`src/svic_defs.vh`:
```
// Constants for the six-source vectored interrupt controller.
// Assumes inclusion by bare name from the controller's design files.
`ifndef SVIC_DEFS_VH
`define SVIC_DEFS_VH
`define SVIC_IDX_CTRL_FIRST   8'h0B
`define SVIC_IDX_CTRL_SECOND  8'h1E
`define SVIC_ADDR_CTRL_FIRST  12'h02C
`define SVIC_ADDR_CTRL_SECOND 12'h078
`define SVIC_ADDR_STATUS      12'h100
`define SVIC_BIT_GIE          0
`define SVIC_BIT_EN_X0        1
`define SVIC_BIT_EN_X1        2
`define SVIC_BIT_EN_C0        3
`define SVIC_BIT_RQ_X0        4
`define SVIC_BIT_RQ_X1        5
`define SVIC_BIT_RQ_C0        6
`define SVIC_BIT_EN_C1        0
`define SVIC_BIT_EN_TB        1
`define SVIC_BIT_EN_RT        2
`define SVIC_BIT_RQ_C1        4
`define SVIC_BIT_RQ_TB        5
`define SVIC_BIT_RQ_RT        6
`define SVIC_CTRL_RESET       8'h00
`define SVIC_VEC_X0           12'h004
`define SVIC_VEC_X1           12'h008
`define SVIC_VEC_C0           12'h00C
`define SVIC_VEC_C1           12'h010
`define SVIC_VEC_TB           12'h014
`define SVIC_VEC_RT           12'h018
`define SVIC_STACK_DEPTH      3'h6
`define SVIC_RESP_OKAY        2'h0
`define SVIC_RESP_SLVERR      2'h2
`endif

```
`src/svic_stack.v`:
```
// Six-level return address stack of the controller.
// Assumes push and pop come from the same clock; a push when full drops the oldest entry.
`timescale 1ns/10ps
`include "svic_defs.vh"
module svic_stack (
	input  wire        core_clk,
	input  wire        rst,
	input  wire        push,
	input  wire [11:0] push_addr,
	input  wire        pop,
	output reg  [11:0] top_addr,
	output wire [2:0]  stack_index,
	output wire        full
);
	reg [11:0] mem_q [0:5];
	reg [2:0]  stack_index_q;
	assign stack_index = stack_index_q;
	assign full = (stack_index_q == `SVIC_STACK_DEPTH);
	always @(posedge core_clk or posedge rst) begin
		if (rst) begin
			stack_index_q <= 3'h0;
			top_addr      <= 12'h000;
		end else if (pop && stack_index_q != 3'h0) begin
			stack_index_q <= stack_index_q - 3'h1;
			top_addr      <= mem_q[stack_index_q - 3'h1];
		end else if (push) begin
			// A subroutine call at full depth drops the oldest entry.
			if (full) begin
				mem_q[0] <= mem_q[1];
				mem_q[1] <= mem_q[2];
				mem_q[2] <= mem_q[3];
				mem_q[3] <= mem_q[4];
				mem_q[4] <= mem_q[5];
				mem_q[5] <= push_addr;
			end else begin
				mem_q[stack_index_q] <= push_addr;
				stack_index_q        <= stack_index_q + 3'h1;
			end
		end
	end
endmodule // svic_stack

```
`src/svic_ctrl.v`:
```
// Vectored interrupt controller with two control registers behind AXI4-Lite.
// Assumes the core sequencer supplies phase pulses, returns and its program counter.
//
// Our own choice: register access over AXI4-Lite.
`timescale 1ns/10ps
`include "svic_defs.vh"
// How it works
// - Falling pin edges set request bits four, five.
// - Pins vector 04H, 08H; clear flag, global enable.
// - Counter zero flag bit six; vector 0CH.
// - Counter one flag bit four; vector 10H.
// - Time base flag bit five; vector 14H.
// - Clock tick flag bit six; vector 18H.
// - Cleared global enable blocks; flags still latch.
// - Full stack withholds acknowledge until a return.
// - Acknowledge pushes only program counter, loads vector.
// - Interrupt return sets global enable; plain return not.
// - Requests are acted upon at phase pulses.
// - Fixed priority: pins, counters, base, clock.
// - First register: global and three source enables.
// - Second register: three source enables.
// - Unimplemented bits read zero: bit seven, and bit three of the second.
// - Any latched source wakes the halted core.
// - Flags stay until serviced or software clears.
// - Second register bit seven reads zero.
// - Stack holds six levels.
module svic_ctrl (
	input  wire        core_clk,
	input  wire        rst,
	input  wire [11:0] s_axi_awaddr,
	input  wire        s_axi_awvalid,
	output wire        s_axi_awready,
	input  wire [31:0] s_axi_wdata,
	input  wire [3:0]  s_axi_wstrb,
	input  wire        s_axi_wvalid,
	output wire        s_axi_wready,
	output reg  [1:0]  s_axi_bresp,
	output reg         s_axi_bvalid,
	input  wire        s_axi_bready,
	input  wire [11:0] s_axi_araddr,
	input  wire        s_axi_arvalid,
	output wire        s_axi_arready,
	output reg  [31:0] s_axi_rdata,
	output reg  [1:0]  s_axi_rresp,
	output reg         s_axi_rvalid,
	input  wire        s_axi_rready,
	input  wire        ext_irq_pin_zero_n,
	input  wire        ext_irq_pin_one_n,
	input  wire        counter_zero_ovf,
	input  wire        counter_one_ovf,
	input  wire        time_base_tick,
	input  wire        rtc_tick,
	input  wire        second_phase_pulse,
	input  wire [11:0] core_pc,
	input  wire        call_push,
	input  wire        ret_plain,
	input  wire        return_from_irq_instr,
	output reg         irq_take,
	output reg  [11:0] irq_vector,
	output wire [11:0] return_addr,
	output wire [2:0]  stack_index,
	output wire        stack_full,
	output reg         wake_up
);
	reg [2:0]  x0_sync_q;
	reg [2:0]  x1_sync_q;
	reg        gie_q;
	reg [5:0]  en_q;
	reg [5:0]  rq_q;
	reg [5:0]  set_d;
	reg [5:0]  clr_d;
	reg [5:0]  pend_d;
	reg [5:0]  grant_d;
	reg [11:0] vec_d;
	reg [11:0] awaddr_q;
	reg        aw_held_q;
	reg [7:0]  wdata_q;
	reg        wstrb_q;
	reg        w_held_q;
	reg [7:0]  first_rd;
	reg [7:0]  second_rd;
	wire       take_d;
	wire       wr_go;
	wire       wr_first;
	wire       wr_second;
	integer    i;

	// Pins pass two flip-flops; the third stage serves only edge detection.
	always @(posedge core_clk or posedge rst) begin
		if (rst) begin
			x0_sync_q <= 3'h7;
			x1_sync_q <= 3'h7;
		end else begin
			x0_sync_q <= {x0_sync_q[1:0], ext_irq_pin_zero_n};
			x1_sync_q <= {x1_sync_q[1:0], ext_irq_pin_one_n};
		end
	end

	// Source order is priority order: index 0 is highest.
	always @* begin
		set_d[0] = x0_sync_q[2] & ~x0_sync_q[1];
		set_d[1] = x1_sync_q[2] & ~x1_sync_q[1];
		set_d[2] = counter_zero_ovf;
		set_d[3] = counter_one_ovf;
		set_d[4] = time_base_tick;
		set_d[5] = rtc_tick;
	end

	// Acknowledge only at a phase pulse, with global enable and stack room.
	always @* begin
		pend_d  = rq_q & en_q;
		grant_d = 6'h00;
		vec_d   = `SVIC_VEC_RT;
		for (i = 5; i >= 0; i = i - 1) begin
			if (pend_d[i]) begin
				grant_d = 6'h01 << i;
			end
		end
		case (grant_d)
			6'h01: vec_d = `SVIC_VEC_X0;
			6'h02: vec_d = `SVIC_VEC_X1;
			6'h04: vec_d = `SVIC_VEC_C0;
			6'h08: vec_d = `SVIC_VEC_C1;
			6'h10: vec_d = `SVIC_VEC_TB;
			default: vec_d = `SVIC_VEC_RT;
		endcase
	end
	assign take_d = second_phase_pulse & gie_q & ~stack_full & (|pend_d);

	svic_stack u_stack (
		.core_clk    (core_clk),
		.rst         (rst),
		.push        (take_d | call_push),
		.push_addr   (core_pc),
		.pop         (ret_plain | return_from_irq_instr),
		.top_addr    (return_addr),
		.stack_index (stack_index),
		.full        (stack_full)
	);

	// AXI4-Lite write: address and data are captured independently.
	assign s_axi_awready = ~aw_held_q & ~s_axi_bvalid;
	assign s_axi_wready  = ~w_held_q & ~s_axi_bvalid;
	assign wr_go     = aw_held_q & w_held_q & ~s_axi_bvalid;
	assign wr_first  = wr_go & wstrb_q & (awaddr_q[11:2] == `SVIC_ADDR_CTRL_FIRST >> 2);
	assign wr_second = wr_go & wstrb_q & (awaddr_q[11:2] == `SVIC_ADDR_CTRL_SECOND >> 2);

	always @(posedge core_clk or posedge rst) begin
		if (rst) begin
			aw_held_q    <= 1'b0;
			w_held_q     <= 1'b0;
			awaddr_q     <= 12'h000;
			wdata_q      <= 8'h00;
			wstrb_q      <= 1'b0;
			s_axi_bvalid <= 1'b0;
			s_axi_bresp  <= `SVIC_RESP_OKAY;
		end else begin
			if (s_axi_awvalid && s_axi_awready) begin
				aw_held_q <= 1'b1;
				awaddr_q  <= s_axi_awaddr;
			end
			if (s_axi_wvalid && s_axi_wready) begin
				w_held_q <= 1'b1;
				wdata_q  <= s_axi_wdata[7:0];
				wstrb_q  <= s_axi_wstrb[0];
			end
			if (wr_go) begin
				aw_held_q    <= 1'b0;
				w_held_q     <= 1'b0;
				s_axi_bvalid <= 1'b1;
				s_axi_bresp  <= (awaddr_q[11:2] == `SVIC_ADDR_CTRL_FIRST >> 2 ||
					awaddr_q[11:2] == `SVIC_ADDR_CTRL_SECOND >> 2 ||
					awaddr_q[11:2] == `SVIC_ADDR_STATUS >> 2) ? `SVIC_RESP_OKAY : `SVIC_RESP_SLVERR;
			end else if (s_axi_bready) begin
				s_axi_bvalid <= 1'b0;
			end
		end
	end

	// Software clears flags by writing zero; hardware set wins over clear.
	always @* begin
		clr_d = 6'h00;
		if (wr_first) begin
			clr_d[0] = ~wdata_q[`SVIC_BIT_RQ_X0];
			clr_d[1] = ~wdata_q[`SVIC_BIT_RQ_X1];
			clr_d[2] = ~wdata_q[`SVIC_BIT_RQ_C0];
		end
		if (wr_second) begin
			clr_d[3] = ~wdata_q[`SVIC_BIT_RQ_C1];
			clr_d[4] = ~wdata_q[`SVIC_BIT_RQ_TB];
			clr_d[5] = ~wdata_q[`SVIC_BIT_RQ_RT];
		end
	end

	always @(posedge core_clk or posedge rst) begin
		if (rst) begin
			gie_q      <= 1'b0;
			en_q       <= 6'h00;
			rq_q       <= 6'h00;
			irq_take   <= 1'b0;
			irq_vector <= 12'h000;
			wake_up    <= 1'b0;
		end else begin
			rq_q <= set_d | (rq_q & ~clr_d & ~(take_d ? grant_d : 6'h00));
			if (wr_first) begin
				en_q[0] <= wdata_q[`SVIC_BIT_EN_X0];
				en_q[1] <= wdata_q[`SVIC_BIT_EN_X1];
				en_q[2] <= wdata_q[`SVIC_BIT_EN_C0];
			end
			if (wr_second) begin
				en_q[3] <= wdata_q[`SVIC_BIT_EN_C1];
				en_q[4] <= wdata_q[`SVIC_BIT_EN_TB];
				en_q[5] <= wdata_q[`SVIC_BIT_EN_RT];
			end
			if (take_d) begin
				gie_q <= 1'b0;
			end else if (return_from_irq_instr) begin
				gie_q <= 1'b1;
			end else if (wr_first) begin
				gie_q <= wdata_q[`SVIC_BIT_GIE];
			end
			irq_take <= take_d;
			if (take_d) begin
				irq_vector <= vec_d;
			end
			wake_up <= |(rq_q | set_d);
		end
	end

	always @* begin
		first_rd  = {1'b0, rq_q[2:0], en_q[2:0], gie_q};
		second_rd = {1'b0, rq_q[5:3], 1'b0, en_q[5:3]};
	end

	// AXI4-Lite read: one cycle from address to data.
	assign s_axi_arready = ~s_axi_rvalid;
	always @(posedge core_clk or posedge rst) begin
		if (rst) begin
			s_axi_rvalid <= 1'b0;
			s_axi_rdata  <= 32'h00000000;
			s_axi_rresp  <= `SVIC_RESP_OKAY;
		end else if (s_axi_arvalid && s_axi_arready) begin
			s_axi_rvalid <= 1'b1;
			s_axi_rresp  <= `SVIC_RESP_OKAY;
			case (s_axi_araddr[11:2])
				`SVIC_ADDR_CTRL_FIRST >> 2:  s_axi_rdata <= {24'h000000, first_rd};
				`SVIC_ADDR_CTRL_SECOND >> 2: s_axi_rdata <= {24'h000000, second_rd};
				`SVIC_ADDR_STATUS >> 2:      s_axi_rdata <= {24'h000000, stack_full, 1'b0, rq_q};
				default: begin
					s_axi_rdata <= 32'h00000000;
					s_axi_rresp <= `SVIC_RESP_SLVERR;
				end
			endcase
		end else if (s_axi_rready) begin
			s_axi_rvalid <= 1'b0;
		end
	end
endmodule // svic_ctrl

```
`config.mk`:
```
export PLATFORM = sky130hd
export DESIGN_NAME = svic_ctrl
export DESIGN_NICKNAME = d
export VERILOG_FILES = /design/src/svic_stack.v /design/src/svic_ctrl.v
export VERILOG_INCLUDE_DIRS = /design/src
export SDC_FILE = /design/constraint.sdc
export NUM_CORES = 1
export LEC_CHECK = 0
export BUFFER_PORTS_ARGS = -buffer_cell sky130_fd_sc_hd__buf_2
export CAP_MARGIN = 0
export CORE_ASPECT_RATIO = 0.5
export CORE_MARGIN = 3
export CORE_UTILIZATION = 50
export DETAILED_ROUTE_END_ITERATION = 8
export PLACE_DENSITY = 0.82
export SLEW_MARGIN = 20
export SYNTH_ARGS = -nofsm -noshare
export SYNTH_HDL_FRONTEND = slang
export SYNTH_SLANG_ARGS = --single-unit
```
`constraint.sdc`:
```
create_clock -name core_clk -period 5.2 [get_ports core_clk]
set_input_delay 1.04 -clock core_clk [delete_from_list [all_inputs] [get_ports core_clk]]
set_output_delay 1.04 -clock core_clk [all_outputs]
set_load 0.05 [all_outputs]
```
After elaboration in Yosys (flattened, before gate mapping):

Memories as Yosys holds them, arrays and structs flattened. A register that Yosys moved wholly into a read port is not among the register bits.
Index checks and enable logic that the tools add are counted.

* input bits: 89
* word-level logic and storage cells: 126
* memories kept: 1
* register bits after elaboration: 96
* bits in writable memories: 72

Memory list
* u_stack.mem_q: depth 6, bits a word 12, read ports 6, clocked after memory_dff 1, write ports 6, line svic_stack.v:15 `reg [11:0] mem_q [0:5];`

* equality and inequality tests: 13
* add/subtract/negate cells: 2
* reductions and logical operators: 21
* bitwise gates (word level): 31
* mux-type cells: 38

Operators with widths (number)
* $mux 6: 7
* $pmux 5 s5: 1
* $pmux 8 s3: 1
* $eq 10x4->1 const B: 2
* $eq 10x5->1 const B: 2
* $eq 10x7->1 const B: 2
* $mux 1: 20
* $and 6x6->6: 3
* $mux 3: 6
* $and 1x1->1: 12
* $mux 12: 1
* $not 6->6: 2
* $or 6x6->6: 2
* $reduce_or 12->1: 1
* $reduce_or 6->1: 2
* $not 1->1: 10
* $reduce_bool 2->1: 5
* $eq 6x1->1 const B: 1
* $eq 6x2->1 const B: 1
* $eq 6x3->1 const B: 1
* $eq 6x4->1 const B: 1
* $eq 6x5->1 const B: 1
* $logic_and 1x1->1: 6
* $reduce_bool 3->1: 2
* 10 further kinds: 13

Longest topological paths before layout:

* depth after elaboration: 11
* depth in mapped cells: 8

By module:

From an unflattened synthesis, not the netlist that was laid out.

* cell total of the unflattened synthesis: 579
* area, all modules: 8002.7 um^2

Modules (own cells, without submodules)
* svic_stack: cells each 336, area each 5260.0 um^2, times used 1
* svic_ctrl: cells each 243, area each 2742.6 um^2, times used 1

Least setup slack after synthesis:

Ideal clock, no wire load.

* path type: flip-flop to flip-flop
* from: register u_stack.stack_index_q[0], in the netlist u_stack.stack_index[0]
* to: memory u_stack.mem_q[6][0] (enable)
* buffers on the path: 0
* stages on the path, launching flop included: 8
* data arrival time: 3242 ps
* library setup time: 412 ps
* path slack: 1545 ps
* cell sequence: dfrtp_1 > inv_1 > ha_1 > nand2_1 > inv_1 > o21bai_1 > nand3_1 > nor4_1

RTL lines
* from (decl): line svic_stack.v:16 `reg [2:0] stack_index_q;`
* from (signal assigned): line svic_stack.v:24 `stack_index_q <= stack_index_q - 3'h1;`
* from (signal assigned): line svic_stack.v:37 `stack_index_q <= stack_index_q + 3'h1;`
* to (decl): line svic_stack.v:15

==> results.toml <==
[floorplan]
die_w_um = 184
die_y_um = 94.9
coreArea_um2 = 14900
fp-row-count = 31
boundaryPins = 160
dieArea_um2 = 17400
start_util_pct = 52.9

[placed_design]
dp_slack_ns = 1.44
dpl.hpwl_mm = 11.7
routabilityCongestion = 0.813
numPortBuffers = 92

[route]
drtIter0Drc = 709
vias = 5140
ant_nets = 0
via_per_inst = 6.00
wl_per_cell_um = 20.6
remaining_drc_errors = 0
first_pass_iters = 5
drt-total-wl_mm = 17.6

[layout]
drive_above_1_share_pct = 40.1
area_growth_pct = 14.6
final_cell_mix = "edfxtp_1, buf_2, mux2_2, dfrtp_1, conb_1"
diodes = 0
final_common_cell = "edfxtp_1"
nNetsFinal = 739

[worst_hold_path]
hold_path.class = "reg -> reg"
min_from = "x1_sync_q[0]"

[setup_path]
crit_path_end_kind = "register"
worst-setup-path-type = "reg -> reg"
startpoint_type = "register"
startpoint = "u_stack.stack_index[1]"
cp.required_ns = 5.33
critPathMaxStageDelay_ns = 0.98
cp_slowest_cell = "nor4_2"
crit_fanout = 11
reg2reg_slack_ns = 1.46
arrival_ns = 3.86
r2r_cells = 7
r2r-end = "u_stack.mem_q[6][4]"
crit_path_end = "u_stack.mem_q[6][4]"
r2r-start = "u_stack.stack_index[1]"
crit_chain = "ha_1, nand2_1, inv_1, o21bai_1, nand3_1, nor4_2, buf_4"

[timing]
slew_headroom_pct = 27.6
fin_crit_ns = 3.74
fin_crit_sh_pct = 71.8
hold_ws_ns = 0.358
worstMarginPinSlew_ns = 1.08
rsz0062_at_grt = "no"
setup_viol = 0
finalClockSkew_ns = 0.0139
fin_setup_tns_ns = 0
max_freq_mhz = 268
setup_ws_ns = 1.46
hold_viol_final = 0
slew_viol_final = 0

[clocking]
clk_latency_ns = 0.43
cts_setup_buffers = 0
postCtsHoldBufs = 0
cts_resized = 0
htree_levels = 4
cts.sinks = 167
cts_root_buffer = "clkbuf_16"
clockBufferDepth = 2
cts_tree = "built"
cts_buffers = 17
clk_pin_slew_worst_paths_ns = 0.06

[synthesis]
ys.warnings.count = 0
synth_ff_type = "edfxtp_1"
synth_seq_cells = 167
syn_inst = 543
syn_avg_cell_area_um2 = 14.5
synthArstFlopShare_pct = 42.5
synth_edf_count = 96
ys_types = 65
ys_seq_area_share_pct = 59.1
syn_area_um2 = 7900

[pwr]
power_density_nw_per_um2 = 510
leakage_nw = 3.54
vdd_drop_max_v = 0.000299

[global_route]
antenna_found_initial = 0
grt_pass1_wl_mm = 28.0
gr-total-overflow = 0
grt_max_degree = 53
grt_pass1_vias = 5105
grt_usage_pct = 21.1

[run_status]
status = "finished, final reports clean"

[run]
cap_violations = 0
[flip-flops by register name, indices dropped and copies added (netlist names), 3 cells and up]
register,flops
u_stack.top_addr,12
s_axi_rdata,8
u_stack.mem_q,96
wdata_q,7
awaddr_q,10
rq_q,6
en_q,6
x0_sync_q,3
x1_sync_q,3
u_stack.stack_index,3
irq_vector,3
[area by class of cell]
cell class                      count  area [um2]
Fill cell                        1092        5880
Sequential cell                   167        4670
Multi-Input combinational cell    343        2980
Timing Repair Buffer              107         573
Clock buffer                       18         429
Tap cell                          198         248
Clock inverter                     14         119
Inverter                           10        37.5
[cells in the mapped netlist (3+ instances only)]
library cell / instances / area share (%)
mux2_2: 72 / 10
a22oi_1: 7 / 0.67
clkbuf_1: 11 / 0.52
nor2b_1: 3 / 0.24
mux2i_1: 12 / 1.5
mux4_2: 24 / 6.8
dfstp_2: 6 / 2.0
a21oi_1: 9 / 0.57
o2bb2ai_1: 5 / 0.55
mux2_4: 10 / 1.9
ha_1: 4 / 0.63
edfxtp_1: 96 / 36
and2_1: 3 / 0.24
o21ai_0: 20 / 1.3
inv_1: 10 / 0.48
buf_4: 38 / 3.6
nor4_1: 8 / 0.63
nor2_1: 15 / 0.71
nor3_1: 6 / 0.38
nand2b_1: 7 / 0.55
dfrtp_1: 65 / 21
a22o_1: 5 / 0.55
nand3_1: 4 / 0.25
nand4_1: 10 / 0.79
buf_2: 3 / 0.19
nand2_1: 33 / 1.6
or4_1: 3 / 0.29
buf_1: 3 / 0.14
[through the flow]
stage                     utilization [%]  cells  power, mW  cell area, um2
after global placement               56.9    825       3.41            8500
after detailed placement             56.9    825       3.46            8500
final                                60.6    857       4.61            9050
after floorplan                         -    577       3.05            8030
after global routing                 60.6    857       4.83            9050
after CTS                            60.6    857       4.63            9050
[per-layer routing]
metal	GRT usage [%]	routed length [um]	vias up
met4	7.79	341	0
met2	34.8	8500	273
met3	5.31	1260	33
li1	-	-	2247
met1	27.4	7520	2587
met5	0	0	-
[worst min path at each step]
stage,depth (start not counted),endpoint
finish,0,x1_sync_q[1]
global route,0,x1_sync_q[1]
CTS,0,x0_sync_q[1]
detailed placement,0,x1_sync_q[1]
global placement,0,x1_sync_q[1]
floorplan,0,x0_sync_q[1]
[cells by family after synthesis]
logic type	synth area share, %
xor+xnor	0.222
flops	59.1
compound gates	6.42
mux	20.5
fa+ha+maj	0.634
simple gates	7.84
buf+inv	5.23
other cells	0.0475
[critical path, delay by kind of cell (launching register included)]
kind	cells	cell delay (ns)
AOI/OAI and AO/OA	1	0.52
adders and majority gates	1	0.28
buffers and inverters	2	0.57
DFF	1	0.51
and+or+nand+nor	3	1.56
[report_power, final]
part           internal, mW  total, mW  leakage (nW)  switching [mW]
Clock                 0.624       1.17         0.268           0.550
Sequential             1.60       1.75          1.70           0.150
Combinational         0.646       1.69          1.57            1.04
Total                  2.87       4.61          3.54            1.74
No activity file was read; power rests on OpenSTA's default activity.
